**config.mk**
```make
export PLATFORM = sky130hd
export DESIGN_NAME = rsm_reset_sequence_manager
export DESIGN_NICKNAME = d
export VERILOG_FILES = /design/src/rsm_pkg.sv /design/src/rsm_reset_sequence_manager.sv /design/src/rsm_lvd.sv /design/src/rsm_axil.sv
export VERILOG_INCLUDE_DIRS = /design/src
export SDC_FILE = /design/constraint.sdc
export NUM_CORES = 1
export LEC_CHECK = 0
export BUFFER_PORTS_ARGS = -buffer_cell sky130_fd_sc_hd__buf_2
export CORE_MARGIN = 2
export CORE_UTILIZATION = 30
export CTS_BUF_LIST = sky130_fd_sc_hd__clkbuf_2 sky130_fd_sc_hd__clkbuf_4 sky130_fd_sc_hd__clkbuf_8
export DETAILED_ROUTE_END_ITERATION = 8
export MAX_ROUTING_LAYER = met4
export RECOVER_POWER = 25
export SYNTH_ARGS = -nofsm -noshare
export SYNTH_HDL_FRONTEND = slang
export SYNTH_SLANG_ARGS = --single-unit
```
**constraint.sdc**
```tcl
create_clock -name clk -period 2.84 [get_ports clk]
set_input_delay 0.284 -clock clk [delete_from_list [all_inputs] [get_ports clk]]
set_output_delay 0.284 -clock clk [all_outputs]
set_load 0.02 [all_outputs]
```
**src/rsm_regs.svh**
```systemverilog
// Register map, field positions, reset values and timing counts of the reset manager
`ifndef RSM_REGS_SVH
`define RSM_REGS_SVH
// Register byte offsets
`define RSM_ADDR_FLAGS 8'h00
`define RSM_ADDR_OPTION 8'h04
`define RSM_ADDR_STATE 8'h08
// Field positions
`define RSM_BIT_WDG 0
`define RSM_BIT_BO 4
`define RSM_OPT_OSC_LSB 0
`define RSM_OPT_LVL_LSB 4
`define RSM_OPT_CSS_BIT 8
// Reset values: first crystal range, lowest detector level, clock safety on
`define RSM_OPT_OSC_RST 3'h1
`define RSM_OPT_LVL_RST 2'h0
`define RSM_OPT_CSS_RST 1'h1
// Bus responses
`define RSM_RESP_OKAY 2'h0
`define RSM_RESP_SLVERR 2'h2
// Timing
`define RSM_CLK_PERIOD_NS 100
`define RSM_T_RSTL_OUT_NS 500
`define RSM_RSTL_OUT_CYC ((`RSM_T_RSTL_OUT_NS + `RSM_CLK_PERIOD_NS - 1) / `RSM_CLK_PERIOD_NS)
`define RSM_STAB_CYC 4096
`define RSM_FETCH_CYC 2
`define RSM_VECTOR_ADDR 16'hFFFE
// Detector thresholds per level: rising and falling supply codes
`define RSM_LVD_RISE0 8'h90
`define RSM_LVD_FALL0 8'h88
`define RSM_LVD_RISE1 8'hA0
`define RSM_LVD_FALL1 8'h98
`define RSM_LVD_RISE2 8'hB0
`define RSM_LVD_FALL2 8'hA8
`endif

```
**src/rsm_pkg.sv**
```systemverilog
// Types shared by the reset manager files
package rsm_pkg;
   typedef enum logic [1:0] {
      RSM_ST_DELAY = 2'b00,
      RSM_ST_STAB = 2'b01,
      RSM_ST_FETCH = 2'b10,
      RSM_ST_RUN = 2'b11
   } rsm_state_t;
   typedef enum logic [2:0] {
      RSM_OSC_EXT = 3'b000,
      RSM_OSC_XTAL0 = 3'b001,
      RSM_OSC_XTAL1 = 3'b010,
      RSM_OSC_XTAL2 = 3'b011,
      RSM_OSC_XTAL3 = 3'b100,
      RSM_OSC_ERC = 3'b101,
      RSM_OSC_IRC = 3'b110
   } rsm_osc_t;
   typedef enum logic [1:0] {
      RSM_LVL_LOW = 2'b00,
      RSM_LVL_MID = 2'b01,
      RSM_LVL_HIGH = 2'b10
   } rsm_lvd_level_t;
   typedef struct packed {
      logic awvalid; logic [7:0] awaddr;
      logic wvalid; logic [31:0] wdata; logic [3:0] wstrb;
      logic bready;
      logic arvalid; logic [7:0] araddr;
      logic rready;
   } rsm_axil_req_t;
   typedef struct packed {
      logic awready; logic wready;
      logic bvalid; logic [1:0] bresp;
      logic arready;
      logic rvalid; logic [31:0] rdata; logic [1:0] rresp;
   } rsm_axil_rsp_t;
   typedef struct packed {
      logic en; logic [7:0] addr; logic [31:0] data; logic [3:0] strb;
   } rsm_reg_wr_t;
endpackage

```
**src/rsm_reset_sequence_manager.sv**
```systemverilog
// Reset source merge, three-phase reset sequencer, cause flags and option settings
`timescale 1ns/100ps
`include "rsm_regs.svh"
// Functional notes
// - Hold reset while the supply stays below the detector threshold.
// - Detector releases at a higher point than it trips.
// - Drive the reset pin low during a brownout reset.
// - Brownout flag set by hardware, cleared only by writing zero.
// - All three sources act on the pin; pin low through delay phase.
// - Sequence ends fetching the vector at FFFE then FFFF.
// - Phases run in order: source delay, 4096-cycle wait, vector fetch.
// - Vector fetch lasts exactly two cycles before execution.
// - External pin low is caught asynchronously, even without clock.
// - After an external pulse, drive the pin low for the output width.
// - Watchdog underflow drives the pin low for the output width.
// - Reset pin is input plus open-drain output, pulled up weakly.
// - Option selects external, four crystal ranges, external or internal RC.
// - Crystal oscillators keep running through the reset phase.
// - Option selects one of three detector levels.
// - Option enables or disables the clock safety unit.
// - Watchdog flag set on watchdog reset; cleared by zero write or brownout.
// - Brownout flag survives later external or watchdog resets.
module rsm_reset_sequence_manager (
   // Clock and reset
   input wire logic clk,
   input wire logic srst,
   // Register bus
   input wire rsm_pkg::rsm_axil_req_t axil_req,
   output rsm_pkg::rsm_axil_rsp_t axil_rsp,
   // Supply sense and watchdog
   input wire logic [7:0] vdd_level,
   input wire logic wdg_underflow,
   // Reset pin, open drain
   input wire logic rst_pin_in,
   output logic rst_pin_out,
   output logic rst_pin_oe_n,
   // Core side
   output logic core_reset,
   output logic vector_fetch,
   output logic [15:0] fetch_addr,
   // Clock system controls and detector status
   output rsm_pkg::rsm_osc_t osc_select,
   output logic osc_run,
   output logic css_enable,
   output logic brownout
);
   rsm_pkg::rsm_state_t state, next_state;
   rsm_pkg::rsm_osc_t next_osc_select;
   rsm_pkg::rsm_lvd_level_t lvd_level, next_lvd_level;
   rsm_pkg::rsm_reg_wr_t wr;
   logic [12:0] cnt, next_cnt;
   logic [15:0] next_fetch_addr;
   logic bo_flag, next_bo_flag, wdg_flag, next_wdg_flag;
   logic next_css_enable;
   logic ext_seen, drive_d1, ext_req, any_src, pin_drive;
   logic wr_flags, wr_option, sw_clr_bo, sw_clr_wdg;
   logic wr_ok, rd_ok;
   logic [7:0] rd_addr;
   logic [31:0] rd_data;
   logic is_xtal;

   // Bus front end
   rsm_axil u_axil (
      .clk(clk),
      .srst(srst),
      .req(axil_req),
      .rsp(axil_rsp),
      .wr(wr),
      .wr_ok(wr_ok),
      .rd_addr(rd_addr),
      .rd_data(rd_data),
      .rd_ok(rd_ok)
   );

   // Supply detector at the level chosen by option
   rsm_lvd u_lvd (
      .clk(clk),
      .srst(srst),
      .vdd_level(vdd_level),
      .level(lvd_level),
      .brownout(brownout)
   );

   // Open-drain pin: only ever pulls low, pull-up is on the board side
   always_comb begin
      pin_drive = (state == rsm_pkg::RSM_ST_DELAY);
      rst_pin_out = 1'b0;
      rst_pin_oe_n = !pin_drive;
   end

   // External pulse catcher: a low pin sets it with no clock needed
   always_ff @(posedge clk or negedge rst_pin_in) begin
      if (!rst_pin_in) ext_seen <= 1'b1;
      else ext_seen <= 1'b0;
   end

   // Own drive loops back on the pin, so ignore the catcher while driving
   // and one cycle after, until the released pin has been resampled
   always_ff @(posedge clk) begin
      if (srst) drive_d1 <= 1'b0;
      else drive_d1 <= pin_drive;
   end

   // Merged reset sources
   always_comb begin
      ext_req = ext_seen && !pin_drive && !drive_d1;
      any_src = brownout || wdg_underflow || ext_req;
   end

   // Sequencer next state
   always_comb begin
      next_state = state;
      next_cnt = 13'(cnt + 13'h0001);
      next_fetch_addr = fetch_addr;
      if (any_src) begin
         // Any new source restarts everything, stabilisation included
         next_state = rsm_pkg::RSM_ST_DELAY;
         next_cnt = 13'h0000;
      end else begin
         case (state)
            rsm_pkg::RSM_ST_DELAY: begin
               if (cnt >= 13'(`RSM_RSTL_OUT_CYC - 1)) begin
                  next_state = rsm_pkg::RSM_ST_STAB;
                  next_cnt = 13'h0000;
               end
            end
            rsm_pkg::RSM_ST_STAB: begin
               if (cnt == 13'(`RSM_STAB_CYC - 1)) begin
                  next_state = rsm_pkg::RSM_ST_FETCH;
                  next_cnt = 13'h0000;
                  next_fetch_addr = `RSM_VECTOR_ADDR;
               end
            end
            rsm_pkg::RSM_ST_FETCH: begin
               next_fetch_addr = 16'(`RSM_VECTOR_ADDR + 16'h0001);
               if (cnt == 13'(`RSM_FETCH_CYC - 1)) begin
                  next_state = rsm_pkg::RSM_ST_RUN;
                  next_cnt = 13'h0000;
               end
            end
            rsm_pkg::RSM_ST_RUN: begin
               next_cnt = 13'h0000;
            end
            default: begin
               next_state = rsm_pkg::RSM_ST_DELAY;
               next_cnt = 13'h0000;
            end
         endcase
      end
   end

   // Sequencer registers; a bus reset starts a full power-on style sequence
   always_ff @(posedge clk) begin
      if (srst) begin
         state <= rsm_pkg::RSM_ST_DELAY;
         cnt <= 13'h0000;
         fetch_addr <= 16'h0000;
      end else begin
         state <= next_state;
         cnt <= next_cnt;
         fetch_addr <= next_fetch_addr;
      end
   end

   // Core side status
   always_comb begin
      core_reset = (state != rsm_pkg::RSM_ST_RUN);
      vector_fetch = (state == rsm_pkg::RSM_ST_FETCH);
   end

   // Register decode
   always_comb begin
      wr_flags = wr.en && wr.addr == `RSM_ADDR_FLAGS && wr.strb[0];
      wr_option = wr.en && wr.addr == `RSM_ADDR_OPTION;
      sw_clr_bo = wr_flags && !wr.data[`RSM_BIT_BO];
      sw_clr_wdg = wr_flags && !wr.data[`RSM_BIT_WDG];
      wr_ok = wr.addr == `RSM_ADDR_FLAGS || wr.addr == `RSM_ADDR_OPTION
         || wr.addr == `RSM_ADDR_STATE;
      rd_ok = rd_addr == `RSM_ADDR_FLAGS || rd_addr == `RSM_ADDR_OPTION
         || rd_addr == `RSM_ADDR_STATE;
      rd_data = 32'h0000_0000;
      case (rd_addr)
         `RSM_ADDR_FLAGS: begin
            rd_data[`RSM_BIT_BO] = bo_flag;
            rd_data[`RSM_BIT_WDG] = wdg_flag;
         end
         `RSM_ADDR_OPTION: begin
            rd_data[`RSM_OPT_OSC_LSB +: 3] = osc_select;
            rd_data[`RSM_OPT_LVL_LSB +: 2] = lvd_level;
            rd_data[`RSM_OPT_CSS_BIT] = css_enable;
         end
         `RSM_ADDR_STATE: begin
            rd_data[1:0] = state;
            rd_data[2] = pin_drive;
            rd_data[3] = brownout;
         end
         default: rd_data = 32'h0000_0000;
      endcase
   end

   // Cause flags: hardware set wins over a same-cycle software clear
   always_comb begin
      next_bo_flag = bo_flag;
      next_wdg_flag = wdg_flag;
      if (sw_clr_bo) next_bo_flag = 1'b0;
      if (brownout) next_bo_flag = 1'b1;
      if (sw_clr_wdg || brownout) next_wdg_flag = 1'b0;
      if (wdg_underflow) next_wdg_flag = 1'b1;
   end

   // Option settings, written by software at any time in place of option bytes
   always_comb begin
      next_osc_select = osc_select;
      next_lvd_level = lvd_level;
      next_css_enable = css_enable;
      if (wr_option && wr.strb[0]) begin
         next_osc_select = rsm_pkg::rsm_osc_t'(wr.data[`RSM_OPT_OSC_LSB +: 3]);
         next_lvd_level = rsm_pkg::rsm_lvd_level_t'(wr.data[`RSM_OPT_LVL_LSB +: 2]);
      end
      if (wr_option && wr.strb[1]) next_css_enable = wr.data[`RSM_OPT_CSS_BIT];
   end

   // Flag and option registers
   always_ff @(posedge clk) begin
      if (srst) begin
         bo_flag <= 1'b0;
         wdg_flag <= 1'b0;
         osc_select <= rsm_pkg::rsm_osc_t'(`RSM_OPT_OSC_RST);
         lvd_level <= rsm_pkg::rsm_lvd_level_t'(`RSM_OPT_LVL_RST);
         css_enable <= `RSM_OPT_CSS_RST;
      end else begin
         bo_flag <= next_bo_flag;
         wdg_flag <= next_wdg_flag;
         osc_select <= next_osc_select;
         lvd_level <= next_lvd_level;
         css_enable <= next_css_enable;
      end
   end

   // Crystals never stop, saving their slow start-up; RC types may idle
   // while the pin is held low and restart for the stabilisation wait
   always_comb begin
      is_xtal = osc_select == rsm_pkg::RSM_OSC_XTAL0 || osc_select == rsm_pkg::RSM_OSC_XTAL1
         || osc_select == rsm_pkg::RSM_OSC_XTAL2 || osc_select == rsm_pkg::RSM_OSC_XTAL3;
      osc_run = is_xtal || !pin_drive;
   end

   // Sequencer, pin, flag and option checks; a restart may cut any phase short

   AST_LVD_HOLD: assert property (@(posedge clk) disable iff (srst)
      brownout |=> state == rsm_pkg::RSM_ST_DELAY && cnt == 13'h0000)
      else $error("brownout did not hold the sequence in delay");

   AST_LVD_PIN: assert property (@(posedge clk) disable iff (srst)
      brownout |=> !rst_pin_oe_n && !core_reset == 1'b0)
      else $error("pin not pulled low during brownout");

   AST_BO_FLAG: assert property (@(posedge clk) disable iff (srst)
      (brownout || (bo_flag && !sw_clr_bo)) |=> bo_flag)
      else $error("brownout flag lost without a zero write");

   AST_PIN_WIDTH: assert property (@(posedge clk) disable iff (srst)
      (state == rsm_pkg::RSM_ST_DELAY && cnt == 13'h0000) |-> (!rst_pin_oe_n)[*5])
      else $error("pin released before the minimum output width");

   AST_VECTOR: assert property (@(posedge clk) disable iff (srst)
      (state == rsm_pkg::RSM_ST_FETCH && cnt == 13'h0000)
      |-> fetch_addr == 16'hFFFE ##1 ($past(any_src) || fetch_addr == 16'hFFFF))
      else $error("vector fetch address wrong");

   AST_STAB: assert property (@(posedge clk) disable iff (srst)
      (state == rsm_pkg::RSM_ST_FETCH && $past(state) != rsm_pkg::RSM_ST_FETCH)
      |-> $past(state) == rsm_pkg::RSM_ST_STAB && $past(cnt) == 13'h0FFF)
      else $error("fetch entered without the full stabilisation wait");

   AST_FETCH2: assert property (@(posedge clk) disable iff (srst)
      (state == rsm_pkg::RSM_ST_FETCH && cnt == 13'h0000 && !any_src) ##1 !any_src
      |=> state == rsm_pkg::RSM_ST_RUN && !core_reset)
      else $error("fetch phase not exactly two cycles");

   AST_EXT: assert property (@(posedge clk) disable iff (srst)
      (ext_seen && !pin_drive && !drive_d1) |=> state == rsm_pkg::RSM_ST_DELAY)
      else $error("external pulse not turned into a reset");

   AST_WDG_FLAG: assert property (@(posedge clk) disable iff (srst)
      (brownout && !wdg_underflow) |=> !wdg_flag)
      else $error("watchdog flag not cleared by brownout");

   AST_RESTART: assert property (@(posedge clk) disable iff (srst)
      (any_src && state != rsm_pkg::RSM_ST_DELAY) |=> pin_drive && cnt == 13'h0000)
      else $error("new source did not restart the sequence");

   AST_WDG_SET: assert property (@(posedge clk) disable iff (srst)
      wdg_underflow |=> wdg_flag && !rst_pin_oe_n && cnt == 13'h0000)
      else $error("watchdog underflow did not restart with the pin low");

   AST_OSC_OPT: assert property (@(posedge clk) disable iff (srst)
      (wr_option && wr.strb[0]) |=> osc_select == $past(wr.data[`RSM_OPT_OSC_LSB +: 3]))
      else $error("oscillator option not applied");

   AST_CSS_OPT: assert property (@(posedge clk) disable iff (srst)
      (wr_option && wr.strb[1]) |=> css_enable == $past(wr.data[`RSM_OPT_CSS_BIT]))
      else $error("clock safety option not applied");
endmodule

```
**src/rsm_lvd.sv**
```systemverilog
// Supply comparator with selectable level and rise/fall hysteresis
`timescale 1ns/100ps
`include "rsm_regs.svh"
module rsm_lvd (
   // Clock and reset
   input wire logic clk,
   input wire logic srst,
   // Supply sense and level option
   input wire logic [7:0] vdd_level,
   input wire rsm_pkg::rsm_lvd_level_t level,
   // Detector result
   output logic brownout
);
   logic [7:0] rise;
   logic [7:0] fall;
   logic next_brownout;

   // Higher release point than trip point avoids reset chatter on load steps
   always_comb begin
      case (level)
         rsm_pkg::RSM_LVL_LOW: begin rise = `RSM_LVD_RISE0; fall = `RSM_LVD_FALL0; end
         rsm_pkg::RSM_LVL_MID: begin rise = `RSM_LVD_RISE1; fall = `RSM_LVD_FALL1; end
         default: begin rise = `RSM_LVD_RISE2; fall = `RSM_LVD_FALL2; end
      endcase
      next_brownout = brownout ? (vdd_level < rise) : (vdd_level < fall);
   end

   // Starts tripped so power-up is always covered
   always_ff @(posedge clk) begin
      if (srst) brownout <= 1'b1;
      else brownout <= next_brownout;
   end

   AST_LVD_RELEASE: assert property (@(posedge clk) disable iff (srst)
      (brownout && vdd_level >= rise) |=> !brownout)
      else $error("detector did not release above rising point");
   AST_LVD_TRIP: assert property (@(posedge clk) disable iff (srst)
      (!brownout && vdd_level < fall) |=> brownout)
      else $error("detector did not trip below falling point");
endmodule

```
**src/rsm_axil.sv**
```systemverilog
// AXI4-Lite slave front end turning bus beats into register strobes
`timescale 1ns/100ps
`include "rsm_regs.svh"
module rsm_axil (
   // Clock and reset
   input wire logic clk,
   input wire logic srst,
   // Bus
   input wire rsm_pkg::rsm_axil_req_t req,
   output rsm_pkg::rsm_axil_rsp_t rsp,
   // Register side
   output rsm_pkg::rsm_reg_wr_t wr,
   input wire logic wr_ok,
   output logic [7:0] rd_addr,
   input wire logic [31:0] rd_data,
   input wire logic rd_ok
);
   logic aw_held, w_held, bvalid, rvalid;
   logic next_aw_held, next_w_held, next_bvalid, next_rvalid;
   logic [7:0] aw_addr, next_aw_addr;
   logic [31:0] w_data, next_w_data, rdata, next_rdata;
   logic [3:0] w_strb, next_w_strb;
   logic [1:0] bresp, next_bresp, rresp, next_rresp;
   logic do_wr;

   // Address and data may arrive in either order; both wait until paired
   always_comb begin
      rsp.awready = !aw_held && !bvalid;
      rsp.wready = !w_held && !bvalid;
      rsp.bvalid = bvalid;
      rsp.bresp = bresp;
      rsp.arready = !rvalid;
      rsp.rvalid = rvalid;
      rsp.rdata = rdata;
      rsp.rresp = rresp;
      do_wr = aw_held && w_held && !bvalid;
      wr.en = do_wr;
      wr.addr = aw_addr;
      wr.data = w_data;
      wr.strb = w_strb;
      rd_addr = req.araddr;
   end

   // Next bus state
   always_comb begin
      next_aw_held = aw_held; next_aw_addr = aw_addr;
      next_w_held = w_held; next_w_data = w_data; next_w_strb = w_strb;
      next_bvalid = bvalid; next_bresp = bresp;
      next_rvalid = rvalid; next_rdata = rdata; next_rresp = rresp;
      if (req.awvalid && rsp.awready) begin
         next_aw_held = 1'b1; next_aw_addr = req.awaddr;
      end
      if (req.wvalid && rsp.wready) begin
         next_w_held = 1'b1; next_w_data = req.wdata; next_w_strb = req.wstrb;
      end
      if (do_wr) begin
         next_aw_held = 1'b0; next_w_held = 1'b0; next_bvalid = 1'b1;
         next_bresp = wr_ok ? `RSM_RESP_OKAY : `RSM_RESP_SLVERR;
      end else if (bvalid && req.bready) next_bvalid = 1'b0;
      if (req.arvalid && rsp.arready) begin
         next_rvalid = 1'b1;
         next_rdata = rd_ok ? rd_data : 32'h0000_0000;
         next_rresp = rd_ok ? `RSM_RESP_OKAY : `RSM_RESP_SLVERR;
      end else if (rvalid && req.rready) next_rvalid = 1'b0;
   end

   // Bus state registers
   always_ff @(posedge clk) begin
      if (srst) begin
         aw_held <= 1'b0; aw_addr <= 8'h00; w_held <= 1'b0;
         w_data <= 32'h0000_0000; w_strb <= 4'h0;
         bvalid <= 1'b0; bresp <= 2'h0;
         rvalid <= 1'b0; rdata <= 32'h0000_0000; rresp <= 2'h0;
      end else begin
         aw_held <= next_aw_held; aw_addr <= next_aw_addr; w_held <= next_w_held;
         w_data <= next_w_data; w_strb <= next_w_strb;
         bvalid <= next_bvalid; bresp <= next_bresp;
         rvalid <= next_rvalid; rdata <= next_rdata; rresp <= next_rresp;
      end
   end
endmodule

```
==> flow_summary.toml <==
[outcome]
status = "finished, final reports clean"

[sta]
finalClockSkew_ns = 0.00905
min_period_over_period = 0.810
postLayoutSetupSlackWorst_ns = 0.540
rsz0062_at_grt = "no"
hold_viol = 0
setup_viol_count_final = 0
tightest_slew_ns = 0.583
maxSlewHeadroom = 0.608
finalCriticalPeriod_ns = 2.30
slew_viol_final = 0
tns_ns = 0
max_freq_mhz = 435

[floorplan]
initial_core_util = 0.306
num_io_pins = 136
rows = 36
fp.coreArea_um2 = 9680
die_area_um2 = 10700
die_y_um = 103
die_w_um = 103

[synth]
async_reset_ff_frac = 0.0175
yosysWarnings = 0
synth_area_um2 = 2970
seq_area_frac_synth = 0.387
ys.flop_type = "dfxtp_1"
ys_ff_latch = 57
synth.area.top_cells = "dfxtp_1 (38%), buf_4 (11%), nand2_1 (5.8%)"
synth_top_cell_by_area = "dfxtp_1"
synth.avg_cell_area_um2 = 8.53
synth_top_cell_area_share = 0.378
ys_types = 52
synth_edf_count = 0
synth_cells = 348

[cts]
root_buffer = "clkbuf_8"
cts.sinks = 57
clk_latency_ns = 0.33
htree_num_levels = 3
postCtsSetupBuffers = 0
cts_buffers = 9
clk_pin_slew_ns = 0.07
clock_path_buffers = 2
cts_tree = "yes"

[pwr]
combinationalPowerShare = 0.105
static-leakage-power_nw = 1.39
power.density_nw_per_um2 = 487
p_int_mw = 1.20
p_sw_mw = 0.467
ir_worst_vdd_mv = 0.278
p_sw_frac = 0.279
clock_power_share = 0.387
p_seq_frac = 0.507

[drt]
drt-pass1-iter-count = 4
vias = 2397
routed_wirelength_mm = 6.38
drt_iter0_markers = 89
remaining_drc_errors = 0
vias_per_cell = 4.34
post_drt_wl_per_cell_um = 11.6
postRouteAntennaNets = 0

[final_layout]
num-nets-final = 495
multiInputGateArea_um2 = 1470
drive_above_1_share = 0.246
final.fill_count = 1057
final_cell_mix = "buf_2 (63), dfxtp_1 (56), nand2_1 (46)"
syn_to_final_growth_pct = 15.7
diodes = 0
final_common_cell = "buf_2"
seq_area_um2 = 1150

[worst_setup_path]
cp_slowest_cell = "o41a_1"
crit_chain = "ha_1 > nand4_4 > o41a_1 > o311ai_4 > buf_4 > nor2_2"
cp_max_fo = 7
slowest_delay_ns = 0.51
rrSetupSlack_ns = 0.54
cp-start-kind = "flop"
required_ns = 3.07
path_class = "reg -> reg"
cp.arrival_ns = 2.53
crit_buf_inv = 1
path_delay_family = "compound AO/OA/AOI/OAI gates"
crit_path_end_kind = "flop"

[placement]
io_buffers = 76
dp_slack_ns = 0.538
dp_hpwl_mm = 4.97
place.gp.congestion = 0.780

[global_route]
grt_max_degree = 41
antenna_found_initial = 0
track_usage = 0.130
grt_pass1_vias = 2272
gr-total-overflow = 0
grt_pass1_wl_mm = 10.7

[run]
cap_violations = 0

[hold_path]
min_path_type = "in -> reg"
[per-stage QoR]
stage	instances	utilization	cell area (µm²)	total power [mW]	hold WS, ns
after global placement	535	0.338	3270	1.04	0.224
after floorplan	376	-	3070	1.02	0.136
after global routing	552	0.355	3430	1.76	0.152
after detailed placement	535	0.338	3270	1.04	0.221
final	552	0.355	3430	1.67	0.142
after CTS	552	0.356	3450	1.69	0.134
[cells in the mapped netlist, types with 8 or more instances]
library cell  number
nand2_1           46
nor2_1            21
nor2_2            10
xnor2_1            8
buf_4             44
clkbuf_1           8
ha_1              12
nand3_1           11
dfxtp_1           56
o21ai_0           10
inv_1             20
a21oi_1           27
[state kept, by name (all words and copies together), names as in the netlist, 2 cells and up]
name	flops
u_axil.w_strb	2
fetch_addr	2
u_axil.aw_addr	8
lvd_level	2
u_axil.rdata	7
osc_select	3
state	2
u_axil.w_data	6
cnt	13
[routing by layer]
metal  routed length (µm)  GRT usage  vias to the layer above
li1                     -          -                     1240
met1                 2720      0.148                     1094
met2                 3270      0.221                       55
met3                  331     0.0417                        8
met4                   65     0.0364                        0
met5                    0          -                        -
[timing repair]
| action | 4_1_cts | 5_1_grt |
|---|---|---|
| hold endpoints to repair | 1 | 0 |
| gates resized for setup | 0 | 0 |
| hold buffers | 1 | 0 |
[worst reg2reg max path, stage by stage, from the launching register on]
cell and delay, ns:
dfxtp_1 0.43, ha_1 0.30, nand4_4 0.17, o41a_1 0.51
o311ai_4 0.47, buf_4 0.26, nor2_2 0.06
[area by class of cell]
cell class | count | area share
inverters | 20 | 0.0219
clock buffers | 10 | 0.0383
multi-input cells | 245 | 0.429
well taps | 133 | 0.0485
flip-flops and latches | 57 | 0.334
repair buffers | 81 | 0.118
clock inverters | 6 | 0.0102
[power by group through the flow]
stage	clock network (mW)	logic (mW)	registers [mW]
after floorplan	0	0.154	0.863
after global placement	0	0.175	0.865
after detailed placement	0	0.178	0.866
after CTS	0.664	0.180	0.848
after global routing	0.710	0.201	0.851
final	0.647	0.176	0.848
[final timing paths]
kind,end,cells past startpoint,startpoint
max in group asynchronous,ext_seen$_DFF_PN1_,2,rst_pin_in
min,u_lvd.brownout$_SDFF_PP1_,2,vdd_level[6]
max reg2reg,cnt[6]$_SDFF_PP0_,6,cnt[0]$_SDFF_PP0_
max,cnt[6]$_SDFF_PP0_,6,cnt[0]$_SDFF_PP0_
min reg2reg,u_axil.aw_addr[0]$_SDFFE_PP0P_,2,u_axil.aw_addr[0]$_SDFFE_PP0P_
min in group asynchronous,ext_seen$_DFF_PN1_,2,rst_pin_in
[cell families after synthesis]
family / count (synthesis) / share of synthesized area
and+or+nand+nor: 126 / 0.220
buffers and inverters: 74 / 0.152
AOI/OAI and AO/OA: 63 / 0.143
DFF: 57 / 0.387
adders and majority gates: 12 / 0.0506
xor gates and xnor gates: 11 / 0.0325
muxes: 4 / 0.0135
other: 1 / 0.00126
No activity file was read; power rests on OpenSTA's default activity.
